[src/ccs_pkg.sv]
package ccs_pkg;
  // apb map
  localparam int ADDR_W = 12;
  localparam logic [3:0] SLOT_BCAST = 4'hc;
  localparam logic [4:0] OFF_CMD = 5'h00;
  localparam logic [4:0] OFF_START = 5'h04;
  localparam logic [4:0] OFF_STATUS = 5'h08;
  localparam logic [4:0] OFF_PAIR_LO = 5'h0c;
  localparam logic [4:0] OFF_PAIR_HI = 5'h10;
  // command word fields
  localparam int OPC_LSB = 24;
  localparam int OPC_MSB = 31;
  localparam logic [7:0] OPC_COPYBACK = 8'h10;
  localparam logic [7:0] OPC_INVAL = 8'h14;
  localparam int LEN_LSB = 15;
  localparam int LEN_MSB = 23;
  localparam int NO_STALL_BIT = 14;
  localparam int IDX_LSB = 10;
  localparam int IDX_MSB = 16;
  // status bits
  localparam int STAT_ACTIVE_BIT = 16;
  localparam int STAT_ABORT_BIT = 17;
  localparam int STAT_STALL_BIT = 19;
  // timing and codes
  localparam logic [3:0] ABORT_WAIT = 4'h8;
  localparam logic [3:0] ABORT_AT = ABORT_WAIT + 4'h1;
  localparam logic [3:0] EXC_CAUSE = 4'ha;
  localparam logic [3:0] INV_TAG_WAY0 = 4'h1;
  localparam logic [1:0] LAST_WAY = 2'h3;
  localparam logic [31:0] RD_ZERO = 32'h0;

  typedef enum logic [2:0] {
    ST_IDLE = 3'b001,
    ST_STEP = 3'b010,
    ST_PUSH = 3'b100
  } ccs_state_t;

  typedef struct packed {
    logic psel;
    logic penable;
    logic pwrite;
    logic [ADDR_W-1:0] paddr;
    logic [31:0] pwdata;
  } ccs_apb_req_t;

  typedef struct packed {
    logic [6:0] set;
    logic [1:0] way;
    logic inval;
    logic clr_dirty;
    logic [3:0] tag;
  } ccs_step_t;
endpackage

[src/ccs_arb.sv]
`timescale 1ns/1ps
`default_nettype none
module ccs_arb (
  // clock, reset, enable
  input wire logic core_clk_i,
  input wire logic rstn_i,
  input wire logic ce_i,
  // requests
  input wire logic core_req_i,
  input wire logic sys_req_i,
  input wire logic fetch_req_i,
  input wire logic seq_req_i,
  // grants
  output logic core_gnt_o,
  output logic sys_gnt_o,
  output logic fetch_gnt_o,
  output logic seq_gnt_o
);
  logic prefer_fetch_ff;
  logic hi_busy;
  logic conflict;

  // core and system first, then fetch and sequencer share a turn
  assign hi_busy = core_req_i | sys_req_i;
  assign conflict = ~hi_busy & fetch_req_i & seq_req_i;
  assign core_gnt_o = core_req_i;
  assign sys_gnt_o = sys_req_i & ~core_req_i;
  assign fetch_gnt_o = ~hi_busy & fetch_req_i & (~seq_req_i | prefer_fetch_ff);
  assign seq_gnt_o = ~hi_busy & seq_req_i & (~fetch_req_i | ~prefer_fetch_ff);

  always_ff @(posedge core_clk_i) begin
    if (!rstn_i) begin
      prefer_fetch_ff <= 1'b1;
    end else if (ce_i && conflict) begin
      prefer_fetch_ff <= ~prefer_fetch_ff;
    end
  end
endmodule // ccs_arb
`default_nettype wire

[src/ccs_seq.sv]
// What this block does
// copyback writes only dirty ways to memory; clean ways cause no write
// dirty flag clears when the way is handed to the copyback buffer
// start index is seven bits taken from bits 16 to 10
// length field bits 23 to 15 gives ways to process minus one
// bit 14 low: busy writes stall, status bit 19 shows stalling
// bit 14 high: write waiting over eight cycles aborts, bit 17, cause 0b1010
// status bit 16 stays set while a command runs
// walk sets from start index, four ways per set
// core and system accesses always win over command steps
// instruction fetch and command steps alternate on conflict
// copyback runs whether the cache is enabled or not
// invalidate clears way state and writes tag one-hot by way
// software disables the cache before invalidating
// invalidate is the only path that clears a lock flag
// opcode 0x10000000 means copyback
// opcode 0x14000000 means invalidate
// per-block registers plus a broadcast copy reaching every block
// a pair write loads command and start index together
// software writes start index before the command
// software avoids the index range being processed
// active clears the cycle after the last way, back to idle
//
// Local design decisions: the APB slave port and the register addresses.
`timescale 1ns/1ps
`default_nettype none
module ccs_seq
  import ccs_pkg::*;
#(
  parameter logic [3:0] BLOCK_ID = 4'h0
) (
  // clock, reset, enable
  input wire logic core_clk_i,
  input wire logic rstn_i,
  input wire logic ce_i,
  // apb slave
  input wire ccs_apb_req_t apb_i,
  output logic [31:0] prdata_o,
  output logic pready_o,
  output logic pslverr_o,
  // competing cache requesters
  input wire logic core_req_i,
  input wire logic sys_req_i,
  input wire logic fetch_req_i,
  output logic core_gnt_o,
  output logic sys_gnt_o,
  output logic fetch_gnt_o,
  // way state array
  input wire logic way_dirty_i,
  output ccs_step_t step_o,
  output logic step_we_o,
  // copyback buffer
  output logic cb_valid_o,
  input wire logic cb_ready_i,
  // memory system exception
  output logic exc_o,
  output logic [3:0] exc_cause_o
);
  ccs_state_t state_ff;
  ccs_state_t nxt_state;
  logic [6:0] start_ff;
  logic [31:0] pair_lo_ff;
  logic [6:0] set_ff;
  logic [1:0] way_ff;
  logic [8:0] rem_ff;
  logic inv_ff;
  logic no_stall_ff;
  logic [3:0] wait_ff;
  logic stall_ff;
  logic abort_ff;
  logic exc_ff;
  logic [3:0] exc_cause_ff;

  logic [3:0] slot;
  logic [4:0] off;
  logic hit;
  logic mapped;
  logic acc;
  logic launch_reg;
  logic busy_wr;
  logic abort_now;
  logic stall_now;
  logic take;
  logic stat_rd;
  logic cmd_wr;
  logic [31:0] cmd_word;
  logic [6:0] cmd_idx;
  logic [7:0] opc;
  logic launch;
  logic st_idle;
  logic st_step;
  logic st_push;
  logic seq_gnt;
  logic go_push;
  logic cb_fire;
  logic adv;
  logic last;
  logic [31:0] status;

  // address decode: own slot or the broadcast slot
  assign slot = apb_i.paddr[8:5];
  assign off = apb_i.paddr[4:0];
  assign hit = (apb_i.paddr[ADDR_W-1:9] == 3'h0)
             & ((slot == BLOCK_ID) | (slot == SLOT_BCAST));
  assign mapped = hit & ((off == OFF_CMD) | (off == OFF_START)
                       | (off == OFF_STATUS) | (off == OFF_PAIR_LO)
                       | (off == OFF_PAIR_HI));
  assign acc = ce_i & apb_i.psel & apb_i.penable;
  assign launch_reg = (off == OFF_CMD) | (off == OFF_START)
                    | (off == OFF_PAIR_HI);

  // writes that reach command or start index while a command runs
  assign busy_wr = acc & apb_i.pwrite & mapped & launch_reg & ~st_idle;
  assign abort_now = busy_wr & no_stall_ff & (wait_ff == ABORT_AT);
  assign stall_now = busy_wr & ~abort_now;
  assign take = acc & apb_i.pwrite & mapped & ~busy_wr;
  assign stat_rd = acc & ~apb_i.pwrite & mapped & (off == OFF_STATUS);

  assign pready_o = ce_i & ~stall_now;
  assign pslverr_o = acc & (~mapped | abort_now);

  assign status = {12'h000, stall_ff, 1'b0, abort_ff, ~st_idle, 16'h0000};
  assign prdata_o = (acc & ~apb_i.pwrite & mapped & (off == OFF_STATUS))
                  ? status : RD_ZERO;

  // a pair write takes the staged low word and the start index at once
  assign cmd_wr = take & ((off == OFF_CMD) | (off == OFF_PAIR_HI));
  assign cmd_word = (off == OFF_PAIR_HI) ? pair_lo_ff : apb_i.pwdata;
  assign cmd_idx = (off == OFF_PAIR_HI)
                 ? apb_i.pwdata[IDX_MSB:IDX_LSB] : start_ff;
  assign opc = cmd_word[OPC_MSB:OPC_LSB];
  assign launch = cmd_wr & ((opc == OPC_COPYBACK) | (opc == OPC_INVAL));

  always_ff @(posedge core_clk_i) begin
    if (!rstn_i) begin
      start_ff <= 7'h00;
    end else if (take && (off == OFF_START)) begin
      start_ff <= apb_i.pwdata[IDX_MSB:IDX_LSB];
    end else if (take && (off == OFF_PAIR_HI)) begin
      start_ff <= apb_i.pwdata[IDX_MSB:IDX_LSB];
    end
  end

  always_ff @(posedge core_clk_i) begin
    if (!rstn_i) begin
      pair_lo_ff <= 32'h0;
    end else if (take && (off == OFF_PAIR_LO)) begin
      pair_lo_ff <= apb_i.pwdata;
    end
  end

  // wait counter for a write held off by a running command
  always_ff @(posedge core_clk_i) begin
    if (!rstn_i) begin
      wait_ff <= 4'h0;
    end else if (ce_i) begin
      if (stall_now && no_stall_ff) begin
        wait_ff <= wait_ff + 4'h1;
      end else begin
        wait_ff <= 4'h0;
      end
    end
  end

  always_ff @(posedge core_clk_i) begin
    if (!rstn_i) begin
      stall_ff <= 1'b0;
    end else if (ce_i) begin
      stall_ff <= stall_now & ~no_stall_ff;
    end
  end

  // abort flag: set wins over the clear-on-read
  always_ff @(posedge core_clk_i) begin
    if (!rstn_i) begin
      abort_ff <= 1'b0;
    end else if (abort_now) begin
      abort_ff <= 1'b1;
    end else if (stat_rd) begin
      abort_ff <= 1'b0;
    end
  end

  always_ff @(posedge core_clk_i) begin
    if (!rstn_i) begin
      exc_ff <= 1'b0;
      exc_cause_ff <= 4'h0;
    end else if (ce_i) begin
      exc_ff <= abort_now;
      if (abort_now) begin
        exc_cause_ff <= EXC_CAUSE;
      end
    end
  end
  assign exc_o = exc_ff;
  assign exc_cause_o = exc_cause_ff;

  // sequencer
  assign st_idle = (state_ff == ST_IDLE);
  assign st_step = (state_ff == ST_STEP);
  assign st_push = (state_ff == ST_PUSH);
  assign last = (rem_ff == 9'h000);

  ccs_arb u_arb (
    .core_clk_i(core_clk_i),
    .rstn_i(rstn_i),
    .ce_i(ce_i),
    .core_req_i(core_req_i),
    .sys_req_i(sys_req_i),
    .fetch_req_i(fetch_req_i),
    .seq_req_i(st_step | st_push),
    .core_gnt_o(core_gnt_o),
    .sys_gnt_o(sys_gnt_o),
    .fetch_gnt_o(fetch_gnt_o),
    .seq_gnt_o(seq_gnt)
  );

  // copyback ignores the cache enable entirely
  assign go_push = ce_i & st_step & seq_gnt & ~inv_ff & way_dirty_i;
  assign cb_valid_o = st_push & seq_gnt;
  assign cb_fire = ce_i & cb_valid_o & cb_ready_i;
  assign adv = ce_i & ((st_step & seq_gnt & (inv_ff | ~way_dirty_i))
                     | (st_push & seq_gnt & cb_ready_i));

  always_comb begin
    nxt_state = state_ff;
    unique case (state_ff)
      ST_IDLE: begin
        if (launch) begin
          nxt_state = ST_STEP;
        end
      end
      ST_STEP: begin
        if (go_push) begin
          nxt_state = ST_PUSH;
        end else if (adv && last) begin
          nxt_state = ST_IDLE;
        end
      end
      ST_PUSH: begin
        if (adv && last) begin
          nxt_state = ST_IDLE;
        end else if (adv) begin
          nxt_state = ST_STEP;
        end
      end
      default: begin
        nxt_state = ST_IDLE;
      end
    endcase
  end

  always_ff @(posedge core_clk_i) begin
    if (!rstn_i) begin
      state_ff <= ST_IDLE;
    end else if (ce_i) begin
      state_ff <= nxt_state;
    end
  end

  // range walk: four ways per set, then the next set
  always_ff @(posedge core_clk_i) begin
    if (!rstn_i) begin
      set_ff <= 7'h00;
      way_ff <= 2'h0;
      rem_ff <= 9'h000;
      inv_ff <= 1'b0;
      no_stall_ff <= 1'b0;
    end else if (st_idle && launch) begin
      set_ff <= cmd_idx;
      way_ff <= 2'h0;
      rem_ff <= cmd_word[LEN_MSB:LEN_LSB];
      inv_ff <= (opc == OPC_INVAL);
      no_stall_ff <= cmd_word[NO_STALL_BIT];
    end else if (adv) begin
      rem_ff <= rem_ff - 9'h001;
      way_ff <= way_ff + 2'h1;
      if (way_ff == LAST_WAY) begin
        set_ff <= set_ff + 7'h01;
      end
    end
  end

  // invalidate clears lru, lock, dirty, valid and sets a one-hot tag
  assign step_o.set = set_ff;
  assign step_o.way = way_ff;
  assign step_o.inval = inv_ff;
  assign step_o.clr_dirty = ~inv_ff;
  assign step_o.tag = INV_TAG_WAY0 << way_ff;
  assign step_we_o = (ce_i & st_step & seq_gnt & inv_ff) | cb_fire;
endmodule // ccs_seq
`default_nettype wire

[config.mk]
export PLATFORM = sky130hd
export DESIGN_NAME = ccs_seq
export DESIGN_NICKNAME = d
export VERILOG_FILES = /design/src/ccs_pkg.sv /design/src/ccs_arb.sv /design/src/ccs_seq.sv
export SDC_FILE = /design/constraint.sdc
export NUM_CORES = 1
export LEC_CHECK = 0
export BUFFER_PORTS_ARGS = -buffer_cell sky130_fd_sc_hd__buf_2
export CAP_MARGIN = 10
export CORE_MARGIN = 2
export CORE_UTILIZATION = 39
export DETAILED_ROUTE_END_ITERATION = 8
export HOLD_SLACK_MARGIN = 0.1
export PLACE_DENSITY = 0.69
export SLEW_MARGIN = 20
export SYNTH_ARGS = -nofsm -noshare
export SYNTH_HDL_FRONTEND = slang
export SYNTH_SLANG_ARGS = --single-unit
[constraint.sdc]
create_clock -name core_clk_i -period 3.6 [get_ports core_clk_i]
set_input_delay 0.72 -clock core_clk_i [delete_from_list [all_inputs] [get_ports core_clk_i]]
set_output_delay 0.72 -clock core_clk_i [all_outputs]
set_load 0.05 [all_outputs]
==> metrics.txt, run 1 <==
unrepaired setup endpoints after global routing=no; Setup Fix Bufs, Post-CTS=0; power share of the clock group=45.3%; EDFF count, synth=0; status=finished, final reports clean; clk_lat worst skew=340 ps; CP Max Fanout=8; ratio of cells with drive above 1 in the final layout=24.1%; final wirelength=8.09 mm; FMAX=335 MHz; combinational power share=11.4%; r2r setup slk=900 ps; Total GRT Usage=16.7%; Setup Viol. Count Final=0; largest area contributor in the netlist=dfxtp_1; synthesized area per cell=8.20 sq um; register area share after synthesis=33.3%; # nets final=549; Setup Crit Path Kind=in -> out; Post-synth ARST share=0%; Worst EP arrival=2260 ps; largest net degree at the start of global routing=35; CTS Sinks=57; DR pass1 iterations=4; worst flop-to-flop path startpoint=state_ff[0]$_SDFFE_PN1P_; residual DRC count=0; Place WS=622 ps; Critical Path Sink=pslverr_o; total CTS buffers=9; post-route ant nets=0; commonest cells after routing, fill and taps aside=72 x buf_2, 57 x dfxtp_1, 51 x nand2_1; mapped cell area=3430 sq um; Crit path required time=2880 ps; CP Launch Point=apb_i[33]; sw power=0.000386 W; Chip Height=97.8 microns; Setup WS post-layout=616 ps; most used flip-flop cell after synthesis=dfxtp_1; commonest non-fill, non-tap cell in the layout=buf_2; die area=9560 sq um; dpl cells=583; H-tree lvl count=3; Initial Utilization=39.7%; Worst-Margin Slew=1010 ps; reg2reg path depth=4; Longest Clk Path Bufs=2; Rel. slew slack=32.6%; wire length per cell=13.5 microns; Area Overhead vs Synth=15.6%; clk root buf=clkbuf_8; Leak Pwr=1.59 nW; min Tclk post-route=2980 ps; Core Area=8640 sq um; chip width=97.8 microns; crit start category=input pin; global-route wire length before repair=13.1 mm; GRT overflow=0; Post-DP HPWL=6.01 mm; Rows=34; antenna violations before repair=0; Gate Count Post-Synth=418; Final Hold Fails=0; routed vias=3087; hold crit path type=reg -> reg; post_cts resized=0; Synth Register Bits=57; Layout Skew=5.87 ps; TNS Setup=0 ps; initial drt markers=165; Layout Cells excl Fill=598; antenna diode count=0; io pins=114; switching fraction of total power=26.5%; Max Cap Viol=0; Tcrit/Tclk final=82.9%; P_int=0.00107 W; Slew Limit Fails=0; Max IR drop VDD=161 uV; post-synth top area share=33.3%; vias in the first global route=2769; Yosys cell types=54; ranking of synthesized cells by area=dfxtp_1 33%, buf_4 7.4%, nand2_1 5.6%; routability cong.=0.876; pwr/cell area=367 nW/um^2; CTS tree=yes; Port-buffer cells=72; crit path capture type=output pin; worst r2r dst=rem_ff[6]$_SDFFE_PN0P_; mean number of vias per cell=5.16; Flop pwr share=43.3%; Worst-path clk slew=60 ps; hold buffers post-CTS=0; yosys warns=0
## worst min path at each step
| stage | from | endpoint | depth (start not counted) |
|---|---|---|---|
| floorplan | pair_lo_ff[28]$_SDFFE_PN0P_ | pair_lo_ff[28]$_SDFFE_PN0P_ | 2 |
| global placement | pair_lo_ff[28]$_SDFFE_PN0P_ | pair_lo_ff[28]$_SDFFE_PN0P_ | 2 |
| detailed placement | pair_lo_ff[28]$_SDFFE_PN0P_ | pair_lo_ff[28]$_SDFFE_PN0P_ | 2 |
| CTS | pair_lo_ff[28]$_SDFFE_PN0P_ | pair_lo_ff[28]$_SDFFE_PN0P_ | 2 |
| global route | pair_lo_ff[27]$_SDFFE_PN0P_ | pair_lo_ff[27]$_SDFFE_PN0P_ | 2 |
| finish | pair_lo_ff[16]$_SDFFE_PN0P_ | pair_lo_ff[16]$_SDFFE_PN0P_ | 2 |
## cells by family after synthesis
| group | Yosys count | share of synthesized area, % |
|---|---|---|
| multiplexers | 28 | 8.72 |
| AND/OR/NAND/NOR | 163 | 24.9 |
| buffers and inverters | 65 | 11.5 |
| XOR/XNOR | 15 | 3.83 |
| flip-flops | 57 | 33.3 |
| AO/OA/AOI/OAI | 81 | 14.7 |
| adder cells (fa/ha/maj) | 8 | 2.92 |
| other | 1 | 0.109 |
## cells in the mapped netlist, drive strengths merged (2+ instances only)
cell / instances
a211o: 4
a211oi: 6
a21bo: 2
a21boi: 2
a21oi: 38
a221oi: 2
and3: 3
and4: 3
buf: 43
clkbuf: 10
dfxtp: 57
ha: 8
inv: 11
mux2: 15
mux2i: 13
nand2: 51
nand2b: 9
nand3: 15
nand3b: 2
nand4: 9
nor2: 33
nor2b: 4
nor3: 12
nor3b: 3
nor4: 5
nor4b: 4
o21a: 2
o21ai: 14
o311ai: 2
or3: 2
or3b: 2
or4: 3
xnor2: 13
xor2: 2
## metal layers
layer	vias up	share of wire, %	track usage [%]
met3	12	6.1	4.94
met1	1430	47	23.0
met5	-	0	0
met2	103	45	25.6
met4	0	1.3	5.02
li1	1542	-	-
## critical path: stages
cell and delay [ps]:
buf_2 100, nor2_1 370, nand4_1 170, nor4_2 320
nand2_1 150, a21boi_1 160, buf_2 280
## sequential cells by signal (all words and copies together) (netlist names), 2 cells and up
signal	count
pair_lo_ff	18
rem_ff	9
set_ff	7
start_ff	7
state_ff	3
wait_ff	4
way_ff	2
## power by group through the flow
stage / logic (W) / registers [W] / clock network [W]
after CTS: 0.000165 / 0.000630 / 0.000674
after global routing: 0.000176 / 0.000630 / 0.000708
after detailed placement: 0.000164 / 0.000645 / 0
after floorplan: 0.000147 / 0.000645 / 0
final: 0.000166 / 0.000631 / 0.000659
after global placement: 0.000163 / 0.000645 / 0
## layout make-up
| type | count | area (sq um) |
|---|---|---|
| clock buffer | 10 | 138 |
| clock inverter | 5 | 80.1 |
| fill | 861 | 4670 |
| inverter | 12 | 45.0 |
| multi-input combinational | 326 | 2000 |
| sequential | 57 | 1140 |
| tap | 108 | 135 |
| timing repair buffer | 80 | 420 |
## through the flow
stage	hold WS, ps	cell area (sq um)	power [W]	util, %
floorplan	427	3540	0.000792	-
global placement	435	3750	0.000808	43.4
detailed placement	444	3750	0.000809	43.4
CTS	452	3960	0.00147	45.9
global route	474	3960	0.00151	45.9
finish	454	3960	0.00146	45.9
No activity file was read; power rests on OpenSTA's default activity.
==> run 2, diff against run 1 <==
- PLACE_DENSITY: 0.69 -> 0.72
- clock period: 3.6 -> 2.6 ns (I/O delays scaled with it)
==> metrics.txt, run 2 (synthesis gave the netlist of run 1 again) <==
status=finished, final reports clean; chip width=97.8 microns (unchanged); TNS Setup=0 ps (unchanged); DR pass1 iterations=5 (+1); mean number of vias per cell=5.15 (-0.23%); Top reg by flops=pair_lo_ff; Leak Pwr=1.65 nW (+3.2%); Port-buffer cells=72 (unchanged); Total GRT Usage=16.6% (-0.14 points); pwr/cell area=488 nW/um^2 (+33%); CP cell instances=or3b_4 -> nand2_1 -> nor4_2 -> nand2_1 -> a21boi_2 -> clkbuf_4; routed vias=3121 (+1.1%); Setup Crit Path Kind=reg -> out; commonest cells after routing, fill and taps aside=71 x buf_2, 57 x dfxtp_1, 51 x nand2_1; Core Area=8640 sq um (unchanged); Tcrit/Tclk final=92.8%; ratio of cells with drive above 1 in the final layout=25.5% (+1.4 points); FMAX=414 MHz; final wirelength=8.00 mm (-1.1%); CTS Sinks=57 (unchanged); residual DRC count=0 (unchanged); fillers=876 (+1.7%); clk root buf=clkbuf_8; Area after DPL=3820 sq um (+2.0%); Chip Height=97.8 microns (unchanged); Top Registers=pair_lo_ff x18, rem_ff x9; commonest non-fill, non-tap cell in the layout=buf_2; GRT overflow=0 (unchanged); Max IR drop VDD=222 uV (+38%); Setup Fix Bufs, Post-CTS=0 (unchanged); Worst-Margin Slew=597 ps (-414 ps); crit start category=register; Layout Skew=5.42 ps (-0.455 ps); design area=4040 sq um (+1.9%); Largest stage delay, worst path=440 ps (+70 ps); routability cong.=0.895 (+2.2%); clk_lat worst skew=330 ps (about the same); antenna violations before repair=0 (unchanged); wire length per cell=13.2 microns (-2.4%); Setup Viol. Count Final=0 (unchanged); antenna diode count=0 (unchanged); Crit path buffers/inverters=1 (-1); global-route wire length before repair=13.2 mm (+0.80%); Area Overhead vs Synth=17.8%; post-route ant nets=0 (unchanged); Crit path required time=2080 ps (-800 ps); critical path's most frequent cell=nand2_1; unrepaired setup endpoints after global routing=no; largest net degree at the start of global routing=38 (+8.6%); initial drt markers=185 (+12%); # nets final=557 (+1.5%); CTS tree=yes; total CTS buffers=9 (unchanged); Final Hold Fails=0 (unchanged); io pins=114 (unchanged); hold crit path type=in -> reg; highest-delay cell along the critical path=dfxtp_1; min Tclk post-route=2410 ps; Rel. slew slack=60.2% (+28 points); Slew Limit Fails=0 (unchanged); family with the most delay on the worst path=simple AND/OR/NAND/NOR gates; Max Cap Viol=0 (unchanged); Worst-path clk slew=60 ps (about the same); Initial Utilization=39.7% (unchanged); Rows=34 (unchanged); vias in the first global route=2843 (+2.7%); H-tree lvl count=3 (unchanged); crit path capture type=output pin; CP Max Fanout=8 (unchanged); max FFs per register=18 (unchanged); Longest Clk Path Bufs=2 (unchanged); Post-DP HPWL=6.00 mm (-0.14%); die area=9560 sq um (unchanged); Worst EP arrival=1890 ps (-370 ps)
## run 2: per-stage QoR
step	cells	hold slack (ps)	worst slack (ps)	total power (W)	util, %
final	606	446	187	0.00197	46.8
after CTS	606	424	143	0.00200	46.7
after global routing	606	438	24.8	0.00205	46.8
after global placement	591	435	203	0.00112	44.3
after detailed placement	591	441	170	0.00112	44.3
after floorplan	448	427	7.39	0.00110	-
## run 2: final timing paths
path                            slack (ps)                   startpoint  depth (start not counted)                     endpoint
worst max register to register         390     state_ff[1]$_SDFFE_PN0P_                          6       set_ff[5]$_SDFFE_PN0P_
worst min register to register         450  pair_lo_ff[18]$_SDFFE_PN0P_                          2  pair_lo_ff[18]$_SDFFE_PN0P_
worst max-delay path                   190     state_ff[2]$_SDFFE_PN0P_                          6                    pslverr_o
worst min-delay path                   450                    apb_i[25]                          3  pair_lo_ff[25]$_SDFFE_PN0P_
## run 2: repair_timing
action                                  CTS  global route
resized for setup                         0             1
endpoints found under the setup margin    0             1
hold buffers                              0             0
## run 2: worst register-to-register path, delay by kind of cell (launching register included)
kind	cells	cell delay (ps)
flops	1	360
buf+inv	1	190
simple gates	2	610
compound gates	3	920
## run 2: cell type report
cell class / count / area [sq um] / share of cell area, %
multi-input combinational: 326 / 2010 / 49.7
sequential: 57 / 1140 / 28.3
timing repair buffer: 88 / 495 / 12.3
clock buffer: 13 / 179 / 4.43
tap: 108 / 135 / 3.35
inverter: 12 / 45.0 / 1.12
clock inverter: 2 / 35.0 / 0.867
## run 2: report_power, final
group	total [W]	switching [W]	internal, W
Clock	0.000867	0.000327	0.000540
Combinational	0.000232	0.000179	0.0000532
Sequential	0.000873	0.00000000127	0.000873
## run 2: metal layers
layer | part of all wire, % | track usage, %
met1 | 46 | 22.4
met2 | 45 | 25.9
met3 | 7.6 | 4.58
met4 | 1.5 | 5.34
met5 | 0 | 0
